===== src/gpio_task_event_pkg.sv =====
// constants and carrier types of the pin task and event channels
package gpio_task_event_pkg;

  localparam int NUM_CHAN = 8;
  localparam int NUM_PINS = 32;
  localparam int NUM_LINKS = 16;
  localparam int ADDR_W = 12;

  // register byte offsets
  localparam logic [11:0] OFF_TASK_OUT = 12'h000;
  localparam logic [11:0] OFF_TASK_HIGH = 12'h030;
  localparam logic [11:0] OFF_TASK_LOW = 12'h060;
  localparam logic [11:0] OFF_SUB_OUT = 12'h080;
  localparam logic [11:0] OFF_SUB_HIGH = 12'h0b0;
  localparam logic [11:0] OFF_SUB_LOW = 12'h0e0;
  localparam logic [11:0] OFF_EVENT_FLAG = 12'h100;
  localparam logic [11:0] OFF_MULTI_FLAG = 12'h17c;
  localparam logic [11:0] OFF_EVENT_PUB = 12'h180;
  localparam logic [11:0] OFF_MULTI_PUB = 12'h1fc;
  localparam logic [11:0] OFF_INT_SET = 12'h304;
  localparam logic [11:0] OFF_INT_CLEAR = 12'h308;
  localparam logic [11:0] OFF_CHAN_CFG = 12'h510;
  localparam logic [11:0] CHAN_SPAN = 12'h020;

  // field positions
  localparam int CFG_MODE_LSB = 0;
  localparam int CFG_PSEL_LSB = 8;
  localparam int CFG_EDGE_LSB = 16;
  localparam int CFG_INIT_BIT = 20;
  localparam int LINK_IDX_LSB = 0;
  localparam int LINK_EN_BIT = 31;
  localparam int INT_MULTI_BIT = 31;
  localparam int TRIGGER_BIT = 0;
  localparam int FLAG_BIT = 0;

  // channel modes
  localparam logic [1:0] MODE_DISABLED = 2'h0;
  localparam logic [1:0] MODE_EVENT = 2'h1;
  localparam logic [1:0] MODE_TASK = 2'h3;

  // edge actions
  localparam logic [1:0] EDGE_NONE = 2'h0;
  localparam logic [1:0] EDGE_RISING = 2'h1;
  localparam logic [1:0] EDGE_FALLING = 2'h2;
  localparam logic [1:0] EDGE_TOGGLE = 2'h3;

  // bus answers and reset word
  localparam logic [1:0] RESP_OKAY = 2'h0;
  localparam logic [1:0] RESP_SLVERR = 2'h2;
  localparam logic [31:0] WORD_ZERO = 32'h0000_0000;

  typedef struct packed {
    logic initialOutputLevel;
    logic [1:0] edgeAction;
    logic [4:0] pinSelect;
    logic [1:0] mode;
  } chan_cfg_t;

  typedef struct packed {
    logic enable;
    logic [3:0] channelIndex;
  } link_cfg_t;

  localparam chan_cfg_t CFG_RESET = '0;
  localparam link_cfg_t LINK_RESET = '0;

endpackage


===== src/gpio_task_event_channels.sv =====
// eight pin task and event channels with an AXI4-Lite register slave
// Contract
// - mode 0 leaves the chosen pin alone: not driven, not watched.
// - mode 1 watches the pin and raises the channel event on the edge.
// - mode 3 drives the pin; the three tasks act on it.
// - a task-mode channel owns its pin; general port writes are ignored.
// - pin_select picks one of pins 0 to 31 for tasks and event.
// - edge action 0: output task does nothing, no input event.
// - edge action 1: output task sets high; rising edge raises event.
// - edge action 2: output task drives low; falling edge raises event.
// - edge action 3: output task inverts; any change raises event.
// - entering task mode drives the pin to initial_output_level.
// - drive-high task sets the pin high, drive-low task sets it low.
// - each drive task subscribes to interconnect channel 0 to 15.
// - subscription enable 1 passes the channel trigger, 0 ignores it.
// - enabled publish registers put events onto their named channel.
// - event flag reads 1 once raised; software may write it back.
// - a separate multi-pin event flag, raised by the sense logic.
// - writing 1 to interrupt-enable-set enables; reads show enables.
// - writing 1 to interrupt-enable-clear disables; reads show enables.
`timescale 1ns/1ps
module gpio_task_event_channels
  import gpio_task_event_pkg::*;
(
  input wire logic clk_sys, // 25 MHz system clock
  input wire logic reset_n, // asynchronous reset, active low
  input wire logic [ADDR_W-1:0] s_axi_awaddr, // write address
  input wire logic s_axi_awvalid, // write address valid
  output logic s_axi_awready, // write address ready
  input wire logic [31:0] s_axi_wdata, // write data
  input wire logic [3:0] s_axi_wstrb, // write byte enables
  input wire logic s_axi_wvalid, // write data valid
  output logic s_axi_wready, // write data ready
  output logic [1:0] s_axi_bresp, // write response
  output logic s_axi_bvalid, // write response valid
  input wire logic s_axi_bready, // write response ready
  input wire logic [ADDR_W-1:0] s_axi_araddr, // read address
  input wire logic s_axi_arvalid, // read address valid
  output logic s_axi_arready, // read address ready
  output logic [31:0] s_axi_rdata, // read data
  output logic [1:0] s_axi_rresp, // read response
  output logic s_axi_rvalid, // read data valid
  input wire logic s_axi_rready, // read data ready
  input wire logic [NUM_PINS-1:0] pinIn, // pin levels, asynchronous
  output logic [NUM_PINS-1:0] pinOut, // pin output levels
  output logic [NUM_PINS-1:0] pinOutEn, // pin drive enables
  input wire logic [NUM_PINS-1:0] gpioOut, // general port output levels
  input wire logic [NUM_PINS-1:0] gpioOutEn, // general port drive enables
  input wire logic multiPinSense, // sense logic pulse, same clock
  input wire logic [NUM_LINKS-1:0] linkIn, // interconnect channel pulses
  output logic [NUM_LINKS-1:0] linkOut, // published event pulses
  output logic irq // interrupt request, active high
);

  // register state
  chan_cfg_t cfg [NUM_CHAN];
  link_cfg_t subOut [NUM_CHAN];
  link_cfg_t subHigh [NUM_CHAN];
  link_cfg_t subLow [NUM_CHAN];
  link_cfg_t pubIn [NUM_CHAN];
  link_cfg_t pubMulti;
  logic [NUM_CHAN-1:0] eventFlag;
  logic multiFlag;
  logic [NUM_CHAN:0] intEnable;

  // bus holding state
  logic [ADDR_W-1:0] awAddr;
  logic awHeld;
  logic [31:0] wData;
  logic [3:0] wStrb;
  logic wHeld;

  // channel state
  logic [NUM_CHAN-1:0] outLevel;
  logic [NUM_PINS-1:0] pinMeta;
  logic [NUM_PINS-1:0] pinSync;
  logic [NUM_CHAN-1:0] selPrev;
  logic [NUM_CHAN-1:0] armed;

  // combinational nets
  logic wrFire;
  logic [31:0] wrMask;
  logic [31:0] wrBits;
  logic [31:0] wrMerged;
  logic [NUM_CHAN-1:0] trigOut;
  logic [NUM_CHAN-1:0] trigHigh;
  logic [NUM_CHAN-1:0] trigLow;
  logic [NUM_CHAN-1:0] cfgWrite;
  logic [NUM_CHAN-1:0] selLevel;
  logic [NUM_CHAN-1:0] inEvent;
  logic [NUM_PINS-1:0] next_pinOut;
  logic [NUM_PINS-1:0] next_pinOutEn;
  logic [NUM_LINKS-1:0] next_linkOut;

  // address lies in an eight-word array at base
  function automatic logic inArray(logic [ADDR_W-1:0] a,
                                   logic [ADDR_W-1:0] base);
    return (a >= base) && (a < base + CHAN_SPAN);
  endfunction

  // word index inside an eight-word array
  function automatic logic [2:0] wordIndex(logic [ADDR_W-1:0] a,
                                           logic [ADDR_W-1:0] base);
    logic [ADDR_W-1:0] diff;
    diff = a - base;
    return diff[4:2];
  endfunction

  function automatic logic [31:0] linkWord(link_cfg_t l);
    logic [31:0] w;
    w = WORD_ZERO;
    w[LINK_EN_BIT] = l.enable;
    w[LINK_IDX_LSB +: 4] = l.channelIndex;
    return w;
  endfunction

  function automatic link_cfg_t wordLink(logic [31:0] w);
    link_cfg_t l;
    l.enable = w[LINK_EN_BIT];
    l.channelIndex = w[LINK_IDX_LSB +: 4];
    return l;
  endfunction

  function automatic logic [31:0] cfgWord(chan_cfg_t c);
    logic [31:0] w;
    w = WORD_ZERO;
    w[CFG_MODE_LSB +: 2] = c.mode;
    w[CFG_PSEL_LSB +: 5] = c.pinSelect;
    w[CFG_EDGE_LSB +: 2] = c.edgeAction;
    w[CFG_INIT_BIT] = c.initialOutputLevel;
    return w;
  endfunction

  function automatic chan_cfg_t wordCfg(logic [31:0] w);
    chan_cfg_t c;
    c.mode = w[CFG_MODE_LSB +: 2];
    c.pinSelect = w[CFG_PSEL_LSB +: 5];
    c.edgeAction = w[CFG_EDGE_LSB +: 2];
    c.initialOutputLevel = w[CFG_INIT_BIT];
    return c;
  endfunction

  function automatic logic [31:0] enableWord(logic [NUM_CHAN:0] e);
    logic [31:0] w;
    w = WORD_ZERO;
    w[NUM_CHAN-1:0] = e[NUM_CHAN-1:0];
    w[INT_MULTI_BIT] = e[NUM_CHAN];
    return w;
  endfunction

  // address belongs to the register map
  function automatic logic isMapped(logic [ADDR_W-1:0] a);
    return inArray(a, OFF_TASK_OUT) || inArray(a, OFF_TASK_HIGH) ||
           inArray(a, OFF_TASK_LOW) || inArray(a, OFF_SUB_OUT) ||
           inArray(a, OFF_SUB_HIGH) || inArray(a, OFF_SUB_LOW) ||
           inArray(a, OFF_EVENT_FLAG) || inArray(a, OFF_EVENT_PUB) ||
           inArray(a, OFF_CHAN_CFG) || a == OFF_MULTI_FLAG ||
           a == OFF_MULTI_PUB || a == OFF_INT_SET || a == OFF_INT_CLEAR;
  endfunction

  // read view of a register; tasks read zero
  function automatic logic [31:0] readReg(logic [ADDR_W-1:0] a);
    logic [31:0] w;
    w = WORD_ZERO;
    if (inArray(a, OFF_SUB_OUT)) begin
      w = linkWord(subOut[wordIndex(a, OFF_SUB_OUT)]);
    end else if (inArray(a, OFF_SUB_HIGH)) begin
      w = linkWord(subHigh[wordIndex(a, OFF_SUB_HIGH)]);
    end else if (inArray(a, OFF_SUB_LOW)) begin
      w = linkWord(subLow[wordIndex(a, OFF_SUB_LOW)]);
    end else if (inArray(a, OFF_EVENT_FLAG)) begin
      w[FLAG_BIT] = eventFlag[wordIndex(a, OFF_EVENT_FLAG)];
    end else if (inArray(a, OFF_EVENT_PUB)) begin
      w = linkWord(pubIn[wordIndex(a, OFF_EVENT_PUB)]);
    end else if (inArray(a, OFF_CHAN_CFG)) begin
      w = cfgWord(cfg[wordIndex(a, OFF_CHAN_CFG)]);
    end else if (a == OFF_MULTI_FLAG) begin
      w[FLAG_BIT] = multiFlag;
    end else if (a == OFF_MULTI_PUB) begin
      w = linkWord(pubMulti);
    end else if (a == OFF_INT_SET || a == OFF_INT_CLEAR) begin
      w = enableWord(intEnable);
    end
    return w;
  endfunction

  // bus handshake outputs
  assign s_axi_awready = !awHeld;
  assign s_axi_wready = !wHeld;
  assign s_axi_arready = !s_axi_rvalid;

  // write address and data are held until both are present
  always_ff @(posedge clk_sys or negedge reset_n) begin
    if (!reset_n) begin
      awHeld <= 1'b0;
      awAddr <= '0;
      wHeld <= 1'b0;
      wData <= WORD_ZERO;
      wStrb <= '0;
    end else begin
      if (s_axi_awvalid && !awHeld) begin
        awHeld <= 1'b1;
        awAddr <= s_axi_awaddr;
      end else if (wrFire) begin
        awHeld <= 1'b0;
      end
      if (s_axi_wvalid && !wHeld) begin
        wHeld <= 1'b1;
        wData <= s_axi_wdata;
        wStrb <= s_axi_wstrb;
      end else if (wrFire) begin
        wHeld <= 1'b0;
      end
    end
  end

  // write response
  always_ff @(posedge clk_sys or negedge reset_n) begin
    if (!reset_n) begin
      s_axi_bvalid <= 1'b0;
      s_axi_bresp <= RESP_OKAY;
    end else if (wrFire) begin
      s_axi_bvalid <= 1'b1;
      s_axi_bresp <= isMapped(awAddr) ? RESP_OKAY : RESP_SLVERR;
    end else if (s_axi_bready) begin
      s_axi_bvalid <= 1'b0;
    end
  end

  // read answer one cycle after the address is taken
  always_ff @(posedge clk_sys or negedge reset_n) begin
    if (!reset_n) begin
      s_axi_rvalid <= 1'b0;
      s_axi_rdata <= WORD_ZERO;
      s_axi_rresp <= RESP_OKAY;
    end else if (s_axi_arvalid && !s_axi_rvalid) begin
      s_axi_rvalid <= 1'b1;
      s_axi_rdata <= readReg(s_axi_araddr);
      s_axi_rresp <= isMapped(s_axi_araddr) ? RESP_OKAY : RESP_SLVERR;
    end else if (s_axi_rready) begin
      s_axi_rvalid <= 1'b0;
    end
  end

  // write decode, byte-lane merge and task triggers
  always_comb begin
    wrFire = awHeld && wHeld && !s_axi_bvalid;
    for (int b = 0; b < 4; b++) begin
      wrMask[b*8 +: 8] = {8{wStrb[b]}};
    end
    wrBits = wData & wrMask;
    wrMerged = (readReg(awAddr) & ~wrMask) | wrBits;
    for (int n = 0; n < NUM_CHAN; n++) begin
      trigOut[n] = (wrFire && inArray(awAddr, OFF_TASK_OUT) &&
        wordIndex(awAddr, OFF_TASK_OUT) == 3'(n) && wrBits[TRIGGER_BIT]) ||
        (subOut[n].enable && linkIn[subOut[n].channelIndex]);
      trigHigh[n] = (wrFire && inArray(awAddr, OFF_TASK_HIGH) &&
        wordIndex(awAddr, OFF_TASK_HIGH) == 3'(n) && wrBits[TRIGGER_BIT]) ||
        (subHigh[n].enable && linkIn[subHigh[n].channelIndex]);
      trigLow[n] = (wrFire && inArray(awAddr, OFF_TASK_LOW) &&
        wordIndex(awAddr, OFF_TASK_LOW) == 3'(n) && wrBits[TRIGGER_BIT]) ||
        (subLow[n].enable && linkIn[subLow[n].channelIndex]);
      cfgWrite[n] = wrFire && inArray(awAddr, OFF_CHAN_CFG) &&
        wordIndex(awAddr, OFF_CHAN_CFG) == 3'(n);
    end
  end

  // configuration and subscription/publish registers
  always_ff @(posedge clk_sys or negedge reset_n) begin
    if (!reset_n) begin
      for (int n = 0; n < NUM_CHAN; n++) begin
        cfg[n] <= CFG_RESET;
        subOut[n] <= LINK_RESET;
        subHigh[n] <= LINK_RESET;
        subLow[n] <= LINK_RESET;
        pubIn[n] <= LINK_RESET;
      end
      pubMulti <= LINK_RESET;
    end else if (wrFire) begin
      for (int n = 0; n < NUM_CHAN; n++) begin
        if (cfgWrite[n]) begin
          cfg[n] <= wordCfg(wrMerged);
        end
        if (inArray(awAddr, OFF_SUB_OUT) &&
            wordIndex(awAddr, OFF_SUB_OUT) == 3'(n)) begin
          subOut[n] <= wordLink(wrMerged);
        end
        if (inArray(awAddr, OFF_SUB_HIGH) &&
            wordIndex(awAddr, OFF_SUB_HIGH) == 3'(n)) begin
          subHigh[n] <= wordLink(wrMerged);
        end
        if (inArray(awAddr, OFF_SUB_LOW) &&
            wordIndex(awAddr, OFF_SUB_LOW) == 3'(n)) begin
          subLow[n] <= wordLink(wrMerged);
        end
        if (inArray(awAddr, OFF_EVENT_PUB) &&
            wordIndex(awAddr, OFF_EVENT_PUB) == 3'(n)) begin
          pubIn[n] <= wordLink(wrMerged);
        end
      end
      if (awAddr == OFF_MULTI_PUB) begin
        pubMulti <= wordLink(wrMerged);
      end
    end
  end

  // output level per channel; drive-low beats drive-high beats output task
  always_ff @(posedge clk_sys or negedge reset_n) begin
    if (!reset_n) begin
      outLevel <= '0;
    end else begin
      for (int n = 0; n < NUM_CHAN; n++) begin
        if (cfgWrite[n]) begin
          outLevel[n] <= wrMerged[CFG_INIT_BIT];
        end else if (cfg[n].mode == MODE_TASK) begin
          if (trigLow[n]) begin
            outLevel[n] <= 1'b0;
          end else if (trigHigh[n]) begin
            outLevel[n] <= 1'b1;
          end else if (trigOut[n]) begin
            unique case (cfg[n].edgeAction)
              EDGE_NONE: outLevel[n] <= outLevel[n];
              EDGE_RISING: outLevel[n] <= 1'b1;
              EDGE_FALLING: outLevel[n] <= 1'b0;
              EDGE_TOGGLE: outLevel[n] <= !outLevel[n];
            endcase
          end
        end
      end
    end
  end

  // pin ownership: lowest channel claiming a pin wins
  always_comb begin
    next_pinOut = gpioOut;
    next_pinOutEn = gpioOutEn;
    for (int n = NUM_CHAN - 1; n >= 0; n--) begin
      if (cfg[n].mode == MODE_TASK) begin
        next_pinOut[cfg[n].pinSelect] = outLevel[n];
        next_pinOutEn[cfg[n].pinSelect] = 1'b1;
      end else if (cfg[n].mode == MODE_EVENT) begin
        next_pinOut[cfg[n].pinSelect] = 1'b0;
        next_pinOutEn[cfg[n].pinSelect] = 1'b0;
      end
    end
  end

  // registered pin drive; disabled channels leave the port path alone
  always_ff @(posedge clk_sys or negedge reset_n) begin
    if (!reset_n) begin
      pinOut <= '0;
      pinOutEn <= '0;
    end else begin
      pinOut <= next_pinOut;
      pinOutEn <= next_pinOutEn;
    end
  end

  // two-stage pin synchroniser
  always_ff @(posedge clk_sys or negedge reset_n) begin
    if (!reset_n) begin
      pinMeta <= '0;
      pinSync <= '0;
    end else begin
      pinMeta <= pinIn;
      pinSync <= pinMeta;
    end
  end

  // edge detection on the selected pin
  always_comb begin
    for (int n = 0; n < NUM_CHAN; n++) begin
      selLevel[n] = pinSync[cfg[n].pinSelect];
      inEvent[n] = 1'b0;
      if (armed[n]) begin
        unique case (cfg[n].edgeAction)
          EDGE_NONE: inEvent[n] = 1'b0;
          EDGE_RISING: inEvent[n] = selLevel[n] && !selPrev[n];
          EDGE_FALLING: inEvent[n] = !selLevel[n] && selPrev[n];
          EDGE_TOGGLE: inEvent[n] = selLevel[n] != selPrev[n];
        endcase
      end
    end
  end

  // previous level; arming waits one cycle after a config write
  always_ff @(posedge clk_sys or negedge reset_n) begin
    if (!reset_n) begin
      selPrev <= '0;
      armed <= '0;
    end else begin
      selPrev <= selLevel;
      for (int n = 0; n < NUM_CHAN; n++) begin
        armed[n] <= (cfg[n].mode == MODE_EVENT) && !cfgWrite[n];
      end
    end
  end

  // event flags; a new event wins over a software write
  always_ff @(posedge clk_sys or negedge reset_n) begin
    if (!reset_n) begin
      eventFlag <= '0;
      multiFlag <= 1'b0;
    end else begin
      for (int n = 0; n < NUM_CHAN; n++) begin
        if (inEvent[n]) begin
          eventFlag[n] <= 1'b1;
        end else if (wrFire && inArray(awAddr, OFF_EVENT_FLAG) &&
                     wordIndex(awAddr, OFF_EVENT_FLAG) == 3'(n)) begin
          eventFlag[n] <= wrMerged[FLAG_BIT];
        end
      end
      if (multiPinSense) begin
        multiFlag <= 1'b1;
      end else if (wrFire && awAddr == OFF_MULTI_FLAG) begin
        multiFlag <= wrMerged[FLAG_BIT];
      end
    end
  end

  // interrupt enables: ones set or clear, zeros leave alone
  always_ff @(posedge clk_sys or negedge reset_n) begin
    if (!reset_n) begin
      intEnable <= '0;
    end else if (wrFire && awAddr == OFF_INT_SET) begin
      intEnable <= intEnable |
        {wrBits[INT_MULTI_BIT], wrBits[NUM_CHAN-1:0]};
    end else if (wrFire && awAddr == OFF_INT_CLEAR) begin
      intEnable <= intEnable &
        ~{wrBits[INT_MULTI_BIT], wrBits[NUM_CHAN-1:0]};
    end
  end

  // interrupt level from enabled flags
  always_ff @(posedge clk_sys or negedge reset_n) begin
    if (!reset_n) begin
      irq <= 1'b0;
    end else begin
      irq <= |({multiFlag, eventFlag} & intEnable);
    end
  end

  // publish event pulses onto the interconnect
  always_comb begin
    next_linkOut = '0;
    for (int n = 0; n < NUM_CHAN; n++) begin
      if (inEvent[n] && pubIn[n].enable) begin
        next_linkOut[pubIn[n].channelIndex] = 1'b1;
      end
    end
    if (multiPinSense && pubMulti.enable) begin
      next_linkOut[pubMulti.channelIndex] = 1'b1;
    end
  end

  always_ff @(posedge clk_sys or negedge reset_n) begin
    if (!reset_n) begin
      linkOut <= '0;
    end else begin
      linkOut <= next_linkOut;
    end
  end

endmodule // gpio_task_event_channels


===== config.mk =====
export PLATFORM = sky130hd
export DESIGN_NAME = gpio_task_event_channels
export DESIGN_NICKNAME = d
export VERILOG_FILES = /design/src/gpio_task_event_pkg.sv /design/src/gpio_task_event_channels.sv
export SDC_FILE = /design/constraint.sdc
export NUM_CORES = 2
export LEC_CHECK = 0
export BUFFER_PORTS_ARGS = -buffer_cell sky130_fd_sc_hd__buf_4
export CORE_AREA = 2 2 279 281
export DETAILED_ROUTE_END_ITERATION = 8
export DIE_AREA = 0 0 281 283
export PLACE_DENSITY = 0.76
export SETUP_SLACK_MARGIN = 0.15
export SLEW_MARGIN = 20
export SYNTH_ARGS = -nofsm -noshare
export SYNTH_HDL_FRONTEND = slang
export SYNTH_SLANG_ARGS = --single-unit

===== constraint.sdc =====
create_clock -name clk_sys -period 5.2 [get_ports clk_sys]
set_clock_uncertainty 0.2 [all_clocks]
set_input_delay 0.78 -clock clk_sys [delete_from_list [all_inputs] [get_ports clk_sys]]
set_output_delay 0.78 -clock clk_sys [all_outputs]
set_load 0.02 [all_outputs]

* After elaboration in Yosys (flattened, before gate mapping) *
Cells that the tools add are included.

storage, ports and cells
  flip-flop bits (word level) = 520
  bits of input ports = 180
  output and inout bits = 122
  word-level logic and storage cells = 1119

operators by class
  add/sub/neg operators = 14
  magnitude comparators = 106
  equality and inequality tests = 127
  mux-type cells = 296
  bitwise logic cells = 58
  reductions and logical operators = 384

operators with widths
  cell                                                   number
  two-way mux 32 bit                                     46
  bitwise AND 32 bit                                     18
  inverter 32 bit                                        9
  OR 32 bit                                              9
  bitwise mux 32 bit                                     8
  logical AND 1 bit                                      201
  < comparator 4 x 5 -> 1 bit, second input constant     33
  two-way mux 16 bit                                     9
  two-way mux 1 bit                                      128
  OR 16 bit                                              8
  two-way mux 31 bit                                     4
  binary-select mux 5 bit (select 3 bit)                 8
  equality test 3 bit, second input constant             36
  binary-select mux 1 bit (select 4 bit)                 24
  AND reduction 2 bit                                    41
  two-way mux 5 bit                                      16
  >= comparator 12 x 8 -> 1 bit, second input constant   6
  < comparator 12 x 8 -> 1 bit, second input constant    6
  < comparator 12 x 9 -> 1 bit, second input constant    6
  binary-select mux 10 bit (select 3 bit)                2
  equality test 3 x 2 -> 1 bit, second input constant    18
  logical OR 1 bit                                       50
  equality test 12 x 10 -> 1 bit, second input constant  4
  equality test 12 x 9 -> 1 bit, second input constant   4
  40 further kinds                                       291

* Depth between registers and ports, before layout *
  depth in word-level cells = 29
  gate-level depth with buffers = 15

* Worst setup path before layout *
Ideal clock, no wire load.

  path type = reg2reg
  from = reg cfg[42] in the netlist's numbering
  to = reg linkOut[13]
  library setup time = 139 ps
  arrival = 3752 ps
  required time = 4861 ps
  path slack = 1109 ps
  cell stages (with the launch flop) = 14
  clock period less this slack = 4091 ps
  cell sequence = dfrtp_1 -> clkbuf_1 -> clkbuf_1 -> mux4_2 -> mux4_2 -> mux2i_1 -> inv_1 -> ha_1 -> nor2b_1 -> o21ai_0 -> a2111oi_0 -> nand3_1 -> nand4_1 -> or4_1

between the ends
  longest elaborated chain between the ends = 18
  elaborated cells on any way between the ends = 20
  those cells by class = eq/ne: 1; mux: 10; bitwise: 5; reduce/logical: 4

ends and longest elaborated chain
  item                                       line                             text
  start, declared                            gpio_task_event_channels.sv:56   chan_cfg_t cfg [NUM_CHAN];
  start signal, assigned by index            gpio_task_event_channels.sv:282  cfg[n] <= wordCfg(wrMerged);
  binary-select mux 1 bit (select 5 bit) *   gpio_task_event_channels.sv:373  selLevel[n] = pinSync[cfg[n].pinSelect];
  two-way mux 1 bit (not written as such) *  gpio_task_event_channels.sv:373
  net selLevel[3]                            gpio_task_event_channels.sv:89   logic [NUM_CHAN-1:0] selLevel;
  logical NOT 1 bit                          gpio_task_event_channels.sv:379  EDGE_FALLING: inEvent[n] = !selLevel[n] && selPrev[n];
  logical AND 1 bit                          gpio_task_event_channels.sv:379
  one-hot mux 1 bit (4 select lines) *       gpio_task_event_channels.sv:376  unique case (cfg[n].edgeAction)
  two-way mux 1 bit *                        gpio_task_event_channels.sv:375  if (armed[n]) begin
  logical AND 1 bit *                        gpio_task_event_channels.sv:447  if (inEvent[n] && pubIn[n].enable) begin
  [... 4 more ...]                           -
  two-way mux 16 bit *                       gpio_task_event_channels.sv:447
  OR 16 bit (no line)                        -
  two-way mux 16 bit *                       gpio_task_event_channels.sv:447
  OR 16 bit (no line)                        -
  two-way mux 16 bit *                       gpio_task_event_channels.sv:447
  OR 16 bit (no line)                        -
  two-way mux 16 bit *                       gpio_task_event_channels.sv:451  if (multiPinSense && pubMulti.enable) begin
  net next_linkOut[13]                       gpio_task_event_channels.sv:93   logic [NUM_LINKS-1:0] next_linkOut;
  end signal, assigned                       gpio_task_event_channels.sv:460  linkOut <= next_linkOut;
  end, declared                              gpio_task_event_channels.sv:51   output logic [NUM_LINKS-1:0] linkOut,

Mark *: on every way through the listed nets, which the timed path passes. The rest lies on a longest branch. The select of a mux whose other input is x is not followed.
A chain may end at the register's enable or synchronous reset.

* Worst setup path in the final report *
  from = reg cfg[22] in the netlist's numbering
  to = reg linkOut[5]

between the ends
  longest elaborated chain between the ends = 14
  elaborated cells on any way between the ends = 16
  those cells by class = eq/ne: 1; mux: 8; bitwise: 3; reduce/logical: 4

ends and longest elaborated chain
  item                                       line
  binary-select mux 1 bit (select 5 bit) *   gpio_task_event_channels.sv:373
  two-way mux 1 bit (not written as such) *  gpio_task_event_channels.sv:373
  net selLevel[5]                            gpio_task_event_channels.sv:89
  logical NOT 1 bit                          gpio_task_event_channels.sv:379
  logical AND 1 bit                          gpio_task_event_channels.sv:379
  one-hot mux 1 bit (4 select lines) *       gpio_task_event_channels.sv:376
  two-way mux 1 bit *                        gpio_task_event_channels.sv:375
  logical AND 1 bit *                        gpio_task_event_channels.sv:447
  two-way mux 16 bit *                       gpio_task_event_channels.sv:447
  OR 16 bit (no line)                        -
  two-way mux 16 bit *                       gpio_task_event_channels.sv:447
  OR 16 bit (no line)                        -
  two-way mux 16 bit *                       gpio_task_event_channels.sv:447
  OR 16 bit (no line)                        -
  two-way mux 16 bit *                       gpio_task_event_channels.sv:451
  net next_linkOut[5]                        gpio_task_event_channels.sv:93

Marked as above.

==> results.cfg <==
[setup_path]
cp-start-kind = flop
criticalPathCategory = reg2reg
cp_max_fo = 12
r2r_end = linkOut[5]
r2r_setup_slack_ps = 280
reg2reg_depth = 13
worst_ep_arrival_time_ps = 5200
cp.required_ps = 5490
r2r_start = cfg[22]
endpoint_kind = flop
crit_start = cfg[22]

[grt]
grt_max_degree = 116
grt_use_total_pct = 44.3
grt.overflow.total = 0
antenna_found_initial = 8
grt_pass1_vias = 36912
grt_first_pass_wirelength_mm = 259

[drt]
drtAntennaViolNets = 0
routed-via-count = 39362
vias_per_cell = 7.33
totalWireLength_mm = 180
wl_per_cell_um = 33.5
drc = 0
drt-initial-drc-count = 6802
first_pass_iters = 9

[placed_design]
place_congestion = 1.10
place_hpwl_mm = 134
portBuffers = 269

[floorplan]
die_w_um = 281
dieArea_um2 = 79500
die_h_um = 283
initial_core_util_pct = 49.4
core_area_um2 = 76700
core.rowCount = 102
io_pins = 302

[clock_network]
cts_buffers = 52
insertion_delay_ps = 640
cts_buffer_depth = 3
post_cts_buffers = 0
h-tree-depth = 2
cts_hold_buf = 0
cts_sinks = 488
cts_root_buffer = clkbuf_16
cts.clk_slew.worst_paths_ps = 70
ctsResizeCount = 0
cts_tree = built

[pwr]
vdd_drop_max_mv = 0.285
leakage_nw = 16.2
power.total_mw = 14.6
p_per_area_nw_per_um2 = 344

[sta]
report.final.slew_viol_count = 0
finalHoldViolations = 12
rsz0062_at_grt = false
worst_pin_slew_ps = 1120
hold_slack_ps = -25.2
fin_crit_ps = 4920
slew_headroom_pct = 24.3
max_freq_mhz = 203
fin_setup_tns_ps = 0
setup_violations = 0
fin_crit_sh_pct = 94.5

[synth]
synth_most_common_cell = nand2_1
ys_seq_area_share_pct = 32.2
syn_avg_cell_area_um2 = 9.03
ys_top_cells_by_count = nand2_1 (542), dfrtp_1 (488), nor2_1 (348)
synth_edf_count = 0
synth_area_leader_cell = dfrtp_1
async_reset_ff_share_pct = 100
synth_top_cell_area_share_pct = 32.2
ys_warn_count = 0
ys.flop_type = dfrtp_1
ys_top_cells_by_area = dfrtp_1 (32%), mux4_2 (15%), nand2_1 (5.4%)
yosysUniqueCellTypes = 101
netlist_area_um2 = 37900
netlist_instances = 4196
ys_ff_latch = 488

[layout]
drive_gt1_share_pct = 20.8
area_growth_pct = 12.4
final_nets = 4476

[min_path]
hold_path.class = in2async

[run_status]
status = finished with violations
violations = hold timing

[job]
max_cap_violations = 0
-- how the worst max path moves through the flow --
stage | slack (ps) | to
floorplan | 1110 | linkOut[13]
global placement | 450 | linkOut[7]
detailed placement | 410 | linkOut[15]
CTS | 350 | linkOut[7]
global route | 190 | linkOut[0]
finish | 280 | linkOut[5]
-- power by group --
group,internal [mW],total [mW],leakage (nW),switching [mW]
Combinational,1.91,5.29,8.91,3.38
Clock,2.33,4.01,0.896,1.68
Sequential,4.22,5.34,6.36,1.11
-- cell type report --
type                       instances  area, µm²
multi-input combinational       3280      23900
clock inverter                    26        328
clock buffer                      70       1500
inverter                          63        236
antenna                            5       12.5
timing repair buffer             395       3060
sequential                       488      12200
fill                            6875      34100
tap                             1040       1300
-- flip-flops by register name (all words and copies together), names as in the netlist, 4 cells and up, named ones only --
signal,cells
linkOut,16
wData,17
wStrb,4
pubMulti,5
cfg,80
eventFlag,8
selPrev,8
subHigh,40
pinMeta,32
pinOut,32
subOut,40
pinSync,32
pinOutEn,32
subLow,40
armed,8
outLevel,8
s_axi_rdata,17
awAddr,12
pubIn,40
-- critical path, stage by stage, from the launching register on --
cell and delay (ps):
dfrtp_1 770, mux4_2 600, mux2_2 280, a32oi_1 200, o211a_1 360, inv_1 110
ha_1 280, nand2b_1 100, a21boi_0 290, buf_4 270, o2111a_1 350, a221oi_1 490
nand2_1 100, or3_1 380
-- metrics by stage --
| stage | hold slack [ps] | utilization [%] | cell area (µm²) | instances | setup slack, ps |
|---|---|---|---|---|---|
| 6_report | -25.2 | 55.5 | 42600 | 5367 | 284 |
| 5_1_grt | 24.3 | 55.5 | 42600 | 5362 | 192 |
| 4_1_cts | 3.94 | 55.5 | 42600 | 5362 | 346 |
| 3_5_place_dp | 136 | 53.1 | 40800 | 5266 | 412 |
| 3_3_place_gp | 134 | 53.1 | 40800 | 5266 | 446 |
| 2_1_floorplan | 131 | - | 38000 | 4212 | 1110 |
-- cells by family (layout without fill, tap and decap cells) --
logic type | Yosys count | after routing | share of synthesized area, %
AOI/OAI and AO/OA | 1141 | 1141 | 19.7
xor gates and xnor gates | 4 | 4 | 0.0924
adders and majority gates | 16 | 16 | 0.528
buffers and inverters | 444 | 554 | 4.96
DFF | 488 | 488 | 32.2
muxes | 458 | 458 | 20.8
other | 1 | 22 | 0.00989
and+or+nand+nor | 1644 | 1644 | 21.7
-- cell usage in the layout (no fill, tap or decap), types with 20 or more instances in the layout --
master	n
nand2_1	542
dfrtp_1	484
buf_4	387
nor2_1	347
o21ai_0	330
mux4_2	246
a21oi_1	214
nand3_1	134
mux2i_1	122
nor3_1	113
mux2_2	84
nand2b_1	72
o22ai_1	71
nor2b_1	64
inv_1	61
clkbuf_16	53
a31oi_1	43
a221oi_1	43
nand3b_1	41
a211oi_1	41
nor3b_1	36
a22oi_1	34
and3_1	33
and2_1	32
o31ai_1	30
nand4_1	29
o211ai_1	29
or2_2	28
nor4_1	27
o2111ai_1	27
a21boi_0	23
or3_1	22
o21ai_1	22
o221ai_1	20
-- routing by layer --
| layer | GRT usage (%) | vias to the layer above | wire [µm] |
|---|---|---|---|
| li1 | - | 16064 | - |
| met1 | 60.0 | 19311 | 66600 |
| met2 | 64.0 | 3334 | 76100 |
| met3 | 12.6 | 649 | 24600 |
| met4 | 24.1 | 4 | 12500 |
| met5 | 0 | - | 26 |
Power figures use the tool's default switching activity.
